--- config.mk ---
export PLATFORM = sky130hd
export DESIGN_NAME = malc_level_ctrl
export DESIGN_NICKNAME = d
export VERILOG_FILES = /design/src/verilog/malc_level_ctrl.v /design/src/verilog/malc_sync.v
export VERILOG_INCLUDE_DIRS = /design/src /design/src/verilog
export SDC_FILE = /design/constraint.sdc
export NUM_CORES = 1
export LEC_CHECK = 0
export BUFFER_PORTS_ARGS = -buffer_cell sky130_fd_sc_hd__buf_4
export CORE_MARGIN = 2
export CORE_UTILIZATION = 47
export CTS_CLUSTER_DIAMETER = 60
export DETAILED_ROUTE_END_ITERATION = 8
export PLACE_DENSITY_LB_ADDON = 0.1
export SLEW_MARGIN = 10
export SYNTH_ARGS = -nofsm -noshare
export SYNTH_HDL_FRONTEND = slang
export SYNTH_SLANG_ARGS = --single-unit
--- constraint.sdc ---
create_clock -name clk_sys -period 4.22 [get_ports clk_sys]
set_input_delay 0.211 -clock clk_sys [delete_from_list [all_inputs] [get_ports clk_sys]]
set_output_delay 0.211 -clock clk_sys [all_outputs]
set_load 0.02 [all_outputs]
--- src/verilog/malc_defines.vh ---
`ifndef MALC_DEFINES_VH
`define MALC_DEFINES_VH
// ----------------------------------------
// register offsets
// ----------------------------------------
`define MALC_ADDR_MODE 8'h09
`define MALC_ADDR_REF 8'h0a
`define MALC_ADDR_GAIN 8'h0b
`define MALC_ADDR_ATTL 8'h0c
`define MALC_ADDR_ATTR 8'h0d
`define MALC_ADDR_VOL 8'h0e
`define MALC_ADDR_TIMER 8'h08
`define MALC_ADDR_PWR 8'h00
// ----------------------------------------
// field positions
// ----------------------------------------
`define MALC_MODE_THR 0
`define MALC_MODE_RSTEP 1
`define MALC_MODE_LSTEP_LO 2
`define MALC_MODE_ZCDIS 4
`define MALC_MODE_MICEN 5
`define MALC_MODE_SPKEN 6
`define MALC_TMR_WAIT_LO 2
`define MALC_TMR_ZTO_LO 4
`define MALC_PWR_VCM 0
`define MALC_PWR_MIC 1
// ----------------------------------------
// reset values
// ----------------------------------------
`define MALC_RST_MODE 8'h40
`define MALC_RST_REF 7'h36
`define MALC_RST_GAIN 7'h10
`define MALC_RST_ATT 8'h00
`define MALC_RST_VOL 8'h57
`define MALC_RST_TIMER 8'h00
`define MALC_RST_PWR 8'h00
`define MALC_GAIN_MIN 7'h00
`define MALC_GAIN_MAX 7'h47
// ----------------------------------------
// timing
// ----------------------------------------
`define MALC_PDN_MIN_NS 150
`define MALC_CLK_NS 5
`define MALC_PDN_MIN_CYC ((`MALC_PDN_MIN_NS + `MALC_CLK_NS - 1) / `MALC_CLK_NS)
`define MALC_BASE_FS 128
`define MALC_LEVEL_6DB 16'h4026
`define MALC_LEVEL_4DB 16'h50c2
`define MALC_LEVEL_8DB 16'h32f5
`define MALC_LEVEL_6DB_LOW 16'h4026
`endif

--- src/verilog/malc_level_ctrl.v ---
// Operation
// [RQ1] recovery raises gain one step, or two with recovery step select set
// [RQ2] recovery never lifts gain above the recovery ceiling; clamps at ceiling
// [RQ3] limiter lowers gain by one to four steps per limiter step field
// [RQ4] limiter attenuation saturates at code zero, minus eight decibels
// [RQ5] zero cross enabled: each channel updates at its zero crossing or timeout
// [RQ6] zero cross disabled: gain changes apply immediately
// [RQ7] mic level control resets off, speaker level control resets on
// [RQ8] seven bit recovery ceiling resets to 36h
// [RQ9] gain codes step half a decibel, 00h is -8 dB, 10h is 0 dB
// [RQ10] host writes gain only with mic powered and mic level control off
// [RQ11] mic power off resets active gain to 10h, restarting from there
// [RQ12] disabling mic level control keeps last automatic gain
// [RQ13] gain register reads back last host write, not active gain
// [RQ14] left and right output attenuation registers reset to 00h
// [RQ15] mic to stereo mixer attenuation, 7h is -6 dB to 0h -27 dB
// [RQ16] mic to mono mixer attenuation bit, 0 gives 0 dB, 1 gives -4 dB
// [RQ17] dac samples are sixteen bit two's complement
// [RQ18] power down pin low at least 150 ns resets all registers to default
// [RQ19] host powers common voltage before any other block
// [RQ20] host supplies master, bit and frame clocks while functions run
// [RQ21] host sets mono to speaker and speaker route bits for speaker use
// [RQ22] limiter threshold -6 or -4 dBFS, wait reset band 2 dB lower
// [RQ23] recovery waits 128 to 1024 samples with no limiter events
// [RQ24] zero cross timeout 128 to 1024 samples
// [RQ25] decisions evaluated once per sample, strobe from frame clock
`timescale 1ns/10ps
`include "malc_defines.vh"
module malc_level_ctrl
(
    // clock and reset
    input wire clk_sys,
    input wire reset_n,
    input wire power_down_n,
    // control port
    input wire regWrite,
    input wire regRead,
    input wire [7:0] regAddr,
    input wire [7:0] regWdata,
    output reg [7:0] regRdata,
    // audio side
    input wire frame_clock,
    input wire [15:0] leftSample,
    input wire [15:0] rightSample,
    input wire [15:0] dacSample,
    // gain and attenuation outputs
    output reg [6:0] leftGainCode,
    output reg [6:0] rightGainCode,
    output reg [7:0] left_atten_code,
    output reg [7:0] right_atten_code,
    output reg [2:0] mic_stereo_mix_atten,
    output reg mic_mono_mix_atten,
    output reg [3:0] aux_volume,
    output reg spk_level_ctrl_en,
    output reg dacNegative,
    output reg [14:0] dacMagnitude
);
// ----------------------------------------
// reset: async pin or register reset via power down
// ----------------------------------------
wire pdnSync;
wire frameSync;
malc_sync uPdnSync
(
    .clk_sys(clk_sys),
    .reset_n(reset_n),
    .asyncIn(power_down_n),
    .syncOut(pdnSync)
);
malc_sync uFrameSync
(
    .clk_sys(clk_sys),
    .reset_n(reset_n),
    .asyncIn(frame_clock),
    .syncOut(frameSync)
);
// pdn low shorter than minimum is ignored to reject glitches
// set edge is the last low sample, so a pulse of exactly the minimum still resets
localparam [31:0] PDN_MIN_CYC = `MALC_PDN_MIN_CYC;
reg [7:0] pdnCnt_reg;
reg softReset_reg;
always @(posedge clk_sys or negedge reset_n)
begin
    if (!reset_n)
    begin
        pdnCnt_reg <= 8'h00;
        softReset_reg <= 1'b1;
    end
    else if (!pdnSync)
    begin
        if (pdnCnt_reg < PDN_MIN_CYC[7:0] - 8'h01)
            pdnCnt_reg <= pdnCnt_reg + 8'h01;
        else
            softReset_reg <= 1'b1; // RQ18
    end
    else
    begin
        pdnCnt_reg <= 8'h00;
        softReset_reg <= 1'b0; // RQ18
    end
end
// ----------------------------------------
// registers
// ----------------------------------------
reg [7:0] mode_reg;
reg [6:0] ceiling_reg;
reg [6:0] hostGain_reg;
reg [7:0] timer_reg;
reg [7:0] pwr_reg;
wire recovery_step_sel = mode_reg[`MALC_MODE_RSTEP];
wire [1:0] limiter_step_sel = mode_reg[`MALC_MODE_LSTEP_LO+1:`MALC_MODE_LSTEP_LO];
wire zero_cross_disable = mode_reg[`MALC_MODE_ZCDIS];
wire mic_level_ctrl_en = mode_reg[`MALC_MODE_MICEN];
wire limiter_threshold_sel = mode_reg[`MALC_MODE_THR];
wire [1:0] recovery_wait_sel = timer_reg[`MALC_TMR_WAIT_LO+1:`MALC_TMR_WAIT_LO];
wire [1:0] zero_cross_timeout_sel = timer_reg[`MALC_TMR_ZTO_LO+1:`MALC_TMR_ZTO_LO];
wire mic_block_power = pwr_reg[`MALC_PWR_MIC];
wire hostGainWr = regWrite && (regAddr == `MALC_ADDR_GAIN);
always @(posedge clk_sys or negedge reset_n)
begin
    if (!reset_n)
    begin
        mode_reg <= `MALC_RST_MODE; // RQ7
        ceiling_reg <= `MALC_RST_REF; // RQ8
        hostGain_reg <= `MALC_RST_GAIN;
        timer_reg <= `MALC_RST_TIMER;
        pwr_reg <= `MALC_RST_PWR;
        left_atten_code <= `MALC_RST_ATT; // RQ14
        right_atten_code <= `MALC_RST_ATT; // RQ14
        {mic_mono_mix_atten, mic_stereo_mix_atten, aux_volume} <= `MALC_RST_VOL;
    end
    else if (softReset_reg)
    begin
        mode_reg <= `MALC_RST_MODE; // RQ18
        ceiling_reg <= `MALC_RST_REF;
        hostGain_reg <= `MALC_RST_GAIN;
        timer_reg <= `MALC_RST_TIMER;
        pwr_reg <= `MALC_RST_PWR;
        left_atten_code <= `MALC_RST_ATT;
        right_atten_code <= `MALC_RST_ATT;
        {mic_mono_mix_atten, mic_stereo_mix_atten, aux_volume} <= `MALC_RST_VOL;
    end
    else if (regWrite)
    begin
        case (regAddr)
            `MALC_ADDR_PWR: pwr_reg <= regWdata;
            `MALC_ADDR_TIMER: timer_reg <= {1'b0, regWdata[6:0]};
            `MALC_ADDR_MODE: mode_reg <= {1'b0, regWdata[6:0]};
            `MALC_ADDR_REF: ceiling_reg <= regWdata[6:0];
            `MALC_ADDR_GAIN: hostGain_reg <= regWdata[6:0];
            `MALC_ADDR_ATTL: left_atten_code <= regWdata;
            `MALC_ADDR_ATTR: right_atten_code <= regWdata;
            // RQ15 RQ16
            `MALC_ADDR_VOL: {mic_mono_mix_atten, mic_stereo_mix_atten, aux_volume} <= regWdata;
            default: ;
        endcase
    end
end
always @(posedge clk_sys or negedge reset_n)
begin
    if (!reset_n)
        spk_level_ctrl_en <= 1'b1;
    else
        spk_level_ctrl_en <= mode_reg[`MALC_MODE_SPKEN]; // RQ7
end
// ----------------------------------------
// read back: gain reads host value, not active gain
// ----------------------------------------
always @(posedge clk_sys or negedge reset_n)
begin
    if (!reset_n)
        regRdata <= 8'h00;
    else if (regRead)
    begin
        case (regAddr)
            `MALC_ADDR_PWR: regRdata <= pwr_reg;
            `MALC_ADDR_TIMER: regRdata <= timer_reg;
            `MALC_ADDR_MODE: regRdata <= mode_reg;
            `MALC_ADDR_REF: regRdata <= {1'b0, ceiling_reg};
            `MALC_ADDR_GAIN: regRdata <= {1'b0, hostGain_reg}; // RQ13
            `MALC_ADDR_ATTL: regRdata <= left_atten_code;
            `MALC_ADDR_ATTR: regRdata <= right_atten_code;
            `MALC_ADDR_VOL: regRdata <= {mic_mono_mix_atten, mic_stereo_mix_atten, aux_volume};
            default: regRdata <= 8'h00;
        endcase
    end
end
// ----------------------------------------
// sample strobe from frame clock rising edge
// ----------------------------------------
reg frameDly_reg;
always @(posedge clk_sys or negedge reset_n)
begin
    if (!reset_n)
        frameDly_reg <= 1'b0;
    else
        frameDly_reg <= frameSync;
end
wire sampleStrobe = frameSync && !frameDly_reg; // RQ25
// ----------------------------------------
// level detection
// ----------------------------------------
wire [15:0] leftAbs = leftSample[15] ? (~leftSample) : leftSample;
wire [15:0] rightAbs = rightSample[15] ? (~rightSample) : rightSample;
wire [15:0] limThr = limiter_threshold_sel ? `MALC_LEVEL_4DB : `MALC_LEVEL_6DB; // RQ22
wire [15:0] waitThr = limiter_threshold_sel ? `MALC_LEVEL_6DB_LOW : `MALC_LEVEL_8DB; // RQ22
wire overLimit = (leftAbs >= limThr) || (rightAbs >= limThr); // RQ3
wire inWaitBand = (leftAbs >= waitThr) || (rightAbs >= waitThr);
// ----------------------------------------
// recovery wait and zero cross timeout counters
// ----------------------------------------
reg [10:0] waitCnt_reg;
reg [10:0] ztoCnt_reg;
localparam [31:0] BASE_FS = `MALC_BASE_FS;
wire [10:0] waitLimit = BASE_FS[10:0] << recovery_wait_sel; // RQ23
wire [10:0] ztoLimit = BASE_FS[10:0] << zero_cross_timeout_sel; // RQ24
wire alcActive = mic_level_ctrl_en && mic_block_power;
wire recoverDue = alcActive && sampleStrobe && !overLimit && !inWaitBand
    && (waitCnt_reg >= waitLimit - 11'd1);
wire limitDue = alcActive && sampleStrobe && overLimit;
wire ztoExpire = sampleStrobe && (ztoCnt_reg >= ztoLimit - 11'd1);
always @(posedge clk_sys or negedge reset_n)
begin
    if (!reset_n)
    begin
        waitCnt_reg <= 11'd0;
        ztoCnt_reg <= 11'd0;
    end
    else if (sampleStrobe)
    begin
        if (!alcActive || overLimit || inWaitBand || recoverDue)
            waitCnt_reg <= 11'd0; // RQ23
        else
            waitCnt_reg <= waitCnt_reg + 11'd1;
        if (ztoExpire)
            ztoCnt_reg <= 11'd0;
        else
            ztoCnt_reg <= ztoCnt_reg + 11'd1;
    end
end
// ----------------------------------------
// target gain
// ----------------------------------------
reg [6:0] target_reg;
reg [6:0] target_next;
reg [2:0] limSteps;
reg [7:0] upSum;
always @*
begin
    target_next = target_reg;
    limSteps = {1'b0, limiter_step_sel} + 3'd1; // RQ3
    upSum = {1'b0, target_reg} + (recovery_step_sel ? 8'd2 : 8'd1); // RQ1 RQ9
    if (limitDue)
    begin
        if (target_reg < {4'd0, limSteps})
            target_next = `MALC_GAIN_MIN; // RQ4
        else
            target_next = target_reg - {4'd0, limSteps}; // RQ3
    end
    else if (recoverDue && target_reg < ceiling_reg)
    begin
        if (upSum > {1'b0, ceiling_reg})
            target_next = ceiling_reg; // RQ2
        else
            target_next = upSum[6:0]; // RQ1
    end
end
always @(posedge clk_sys or negedge reset_n)
begin
    if (!reset_n)
        target_reg <= `MALC_RST_GAIN;
    else if (softReset_reg || !mic_block_power)
        target_reg <= `MALC_RST_GAIN; // RQ11
    else if (hostGainWr && !mic_level_ctrl_en)
        target_reg <= regWdata[6:0]; // RQ10
    else
        target_reg <= target_next; // RQ12
end
// ----------------------------------------
// per channel application at zero cross
// ----------------------------------------
reg leftSign_reg;
reg rightSign_reg;
always @(posedge clk_sys or negedge reset_n)
begin
    if (!reset_n)
    begin
        leftSign_reg <= 1'b0;
        rightSign_reg <= 1'b0;
    end
    else if (sampleStrobe)
    begin
        leftSign_reg <= leftSample[15];
        rightSign_reg <= rightSample[15];
    end
end
wire leftZc = sampleStrobe && (leftSample[15] != leftSign_reg);
wire rightZc = sampleStrobe && (rightSample[15] != rightSign_reg);
wire leftApply = zero_cross_disable || leftZc || ztoExpire; // RQ5 RQ6
wire rightApply = zero_cross_disable || rightZc || ztoExpire; // RQ5 RQ6
always @(posedge clk_sys or negedge reset_n)
begin
    if (!reset_n)
    begin
        leftGainCode <= `MALC_RST_GAIN;
        rightGainCode <= `MALC_RST_GAIN;
    end
    else if (softReset_reg || !mic_block_power)
    begin
        leftGainCode <= `MALC_RST_GAIN; // RQ11
        rightGainCode <= `MALC_RST_GAIN;
    end
    else
    begin
        if (leftApply)
            leftGainCode <= target_reg; // RQ5
        if (rightApply)
            rightGainCode <= target_reg; // RQ5
    end
end
// ----------------------------------------
// dac sample decode, two's complement
// ----------------------------------------
always @(posedge clk_sys or negedge reset_n)
begin
    if (!reset_n)
    begin
        dacNegative <= 1'b0;
        dacMagnitude <= 15'h0000;
    end
    else if (sampleStrobe)
    begin
        dacNegative <= dacSample[15]; // RQ17
        dacMagnitude <= dacSample[15] ? (~dacSample[14:0]) : dacSample[14:0]; // RQ17
    end
end
endmodule // malc_level_ctrl

--- src/verilog/malc_sync.v ---
`timescale 1ns/10ps
module malc_sync
(
    // clock and reset
    input wire clk_sys,
    input wire reset_n,
    // async in, synced out
    input wire asyncIn,
    output wire syncOut
);
reg stage1_reg;
reg stage2_reg;
always @(posedge clk_sys or negedge reset_n)
begin
    if (!reset_n)
    begin
        stage1_reg <= 1'b0;
        stage2_reg <= 1'b0;
    end
    else
    begin
        stage1_reg <= asyncIn;
        stage2_reg <= stage1_reg;
    end
end
assign syncOut = stage2_reg;
endmodule // malc_sync
==> results.sh <==
export IMPL_crit_required_ns=4.53
export IMPL_cts_root_buffer="clkbuf_16"
export IMPL_synth_edf_count=0
export IMPL_ys_seq_area_share_pct=41.7
export IMPL_peakVddDrop_mv=0.364
export IMPL_drcViolationCount=0
export IMPL_fmax_mhz=299
export IMPL_dpl_worst_slack_ns=0.910
export IMPL_async_flop_share_pct=100
export IMPL_rsz0062_at_grt="false"
export IMPL_place_congestion=0.849
export IMPL_htreeDepth=4
export IMPL_slew_headroom_pct=33.1
export IMPL_synth_seq_cells=144
export IMPL_antenna_found_initial=0
export IMPL_dp_hpwl_um=15400
export IMPL_drive_gt1_share_pct=21.7
export IMPL_period_share_pct=79.3
export IMPL_diodes=0
export IMPL_crit_cells=15
export IMPL_wl_um=22200
export IMPL_numPortBuffers=132
export IMPL_worst_slew_pin_slew_ns=0.995
export IMPL_finalInstanceArea_mm2=0.0105
export IMPL_synthAdderAreaFrac_pct=8.82
export IMPL_end_kind="flop"
export IMPL_die_x_um=140
export IMPL_stdcell_count=1317
export IMPL_place_area_mm2=0.00992
export IMPL_r2r_cells=15
export IMPL_synth_top_family_by_area="simple AND/OR/NAND/NOR gates"
export IMPL_core_area_mm2=0.0180
export IMPL_critPathMaxFanout=8
export IMPL_syn_nets=1084
export IMPL_worstSkewPairLatency_ns=0.43
export IMPL_ys_warn_count=0
export IMPL_final_common_cell="buf_4"
export IMPL_die_h_um=140
export IMPL_setup_tns_ns=0
export IMPL_area_growth_pct=21.4
export IMPL_yosys_area_share_xor_xnor_pct=5.95
export IMPL_hold_viol_final=0
export IMPL_synth_compound_area_share_pct=15.1
export IMPL_slowest_stage="dfrtp_1"
export IMPL_period_minus_slack_ns=3.35
export IMPL_finalWorstSetupSlack_ns=0.874
export IMPL_viasPerCell=5.61
export IMPL_overflow=0
export IMPL_die_area_mm2=0.0196
export IMPL_track_usage_pct=23.5
export IMPL_utilization_pct=58.5
export IMPL_finalSetupViolations=0
export IMPL_syn_area_per_cell_um2=9.10
export IMPL_largest_register_ffs=15
export IMPL_p_leak_nw=4.85
export IMPL_critical_path_max_stage_delay_ns=0.45
export IMPL_cts_buffers=17
export IMPL_synthCells=954
export IMPL_synthDistinctLibCells=67
export IMPL_crit_family="adder cells"
export IMPL_status="finished, final reports clean"
export IMPL_powerDensity_mw_per_mm2=340
export IMPL_grt_max_degree=68
export IMPL_final_cell_mix="buf_4, dfrtp_1, nand2_1, nand3_1, a21oi_1"
export IMPL_grt_pass1_vias=7188
export IMPL_path_class="flop to flop"
export IMPL_critPathLaunchType="flop"
export IMPL_cp_arrival_ns=3.66
export IMPL_nets=1205
export IMPL_initial_core_util_pct=48.2
export IMPL_dp_cells=1282
export IMPL_synth_simple_area_share_pct=20.7
export IMPL_drt_iter0_markers=537
export IMPL_clockBufferDepth=2
export IMPL_ant_nets=0
export IMPL_crit_chain="inv_1, ha_1, fa_1, nand3_1, xnor2_1, ha_1, nand3_1, nor2_1, o22ai_1, nor2_1, buf_4, mux2_2, mux2i_1, a21oi_1, mux2_1"
export IMPL_io_pins=133
export IMPL_rows=49
export IMPL_drv_cap=0
export IMPL_ys_dominant_reg_cell="dfrtp_1"
export IMPL_wl_per_cell_um=16.9
export IMPL_hold_depth=2
export IMPL_cts_sinks=144
export IMPL_ctsResizeCount=0
export IMPL_grt_pass1_wl_um=37300
export IMPL_cts_tree="yes"
export IMPL_drt_pass1_iter_count=5
export IMPL_vias=7383
export IMPL_hold_class="input pin to flop"
export IMPL_synthMuxAreaShare_pct=3.52
export IMPL_critPathBufInv=2
export IMPL_path_clk_slew_ns=0.07
export IMPL_syn_area_mm2=0.00868
export IMPL_slew_violations=0
export IMPL_worst_clock_skew_ns=0.0107
[where the power goes]
group | internal, mW | switching, mW | total, mW | leakage [nW]
logic | 0.226 | 0.301 | 0.527 | 2.68
clock network | 0.897 | 0.623 | 1.52 | 0.275
registers | 1.47 | 0.0706 | 1.54 | 1.90
[timing repair]
action,CTS,global route
setup buffers,0,0
endpoints found under the setup margin,0,0
hold buffers,3,0
endpoints found under the hold margin,50,0
[worst paths after layout]
check / end / startpoint / slack [ns]
worst max-delay path: target_reg[0] / mode_reg[1] / 0.87
worst min-delay path: regRdata[6] / regRead / 0.04
worst max register to register: target_reg[0] / mode_reg[1] / 0.87
worst min register to register: uPdnSync.syncOut / uPdnSync.stage1_reg / 0.35
max in group asynchronous: left_atten_code[0] / reset_n / 2.89
min in group asynchronous: dacMagnitude[11] / reset_n / 0.31
[synth_stat cells, types with 4 or more instances]
cell type,number,area (um^2)
dfrtp_1,128,3200
nand2_1,122,458
nand3_1,94,470
a21oi_1,72,360
ha_1,58,726
clkbuf_1,48,180
nor2_1,43,161
o21ai_0,42,210
inv_1,40,150
xor2_1,31,272
xnor2_1,28,245
mux2_2,17,191
a22oi_1,16,120
and3_1,16,100
dfstp_2,16,420
nor2b_1,12,75.1
a21o_1,10,75.1
nand2b_1,10,62.6
nor3_1,10,50.1
o22ai_1,9,56.3
a221oi_1,8,70.1
mux2i_1,8,80.1
a22o_1,7,61.3
nor2_2,7,43.8
a211oi_1,6,45.0
nand4_1,6,37.5
nor4_1,6,37.5
o211ai_1,5,37.5
or3_1,5,31.3
and2_1,4,25.0
o221ai_1,4,35.0
o2bb2ai_1,4,35.0
o31ai_1,4,30.0
[metrics by stage]
stage	hold WS, ns	power (mW)
global route	0.0448	3.77
finish	0.0426	3.59
CTS	0.0265	3.63
global placement	0.234	2.08
detailed placement	0.221	2.09
floorplan	-0.0846	1.86
[kinds of logic (layout without fill, tap and decap cells)]
| family | Yosys count | in the layout |
|---|---|---|
| compound gates | 208 | 208 |
| fa+ha+maj | 60 | 60 |
| mux | 28 | 28 |
| flops | 144 | 144 |
| other cells | 1 | 1 |
| simple gates | 361 | 361 |
| xor+xnor | 59 | 59 |
| buf+inv | 93 | 227 |
[layout make-up]
cell class              count  area, um^2
flip-flops and latches    144        3620
clock inverters            13         153
inverters                  40         150
fillers                  1662        7480
well taps                 229         287
clock buffers              19         443
multi-input cells         717        4710
repair buffers            155        1170
[layer usage]
layer  share of wire, %  vias to the layer above  GRT usage (%)
met5                  0                        -              0
met4                1.1                        0           6.16
met3                5.6                       22           4.68
met2                 47                      196           36.5
met1                 47                     3534           33.9
li1                   -                     3631              -
Note: power is estimated with default switching activity, not from simulation.
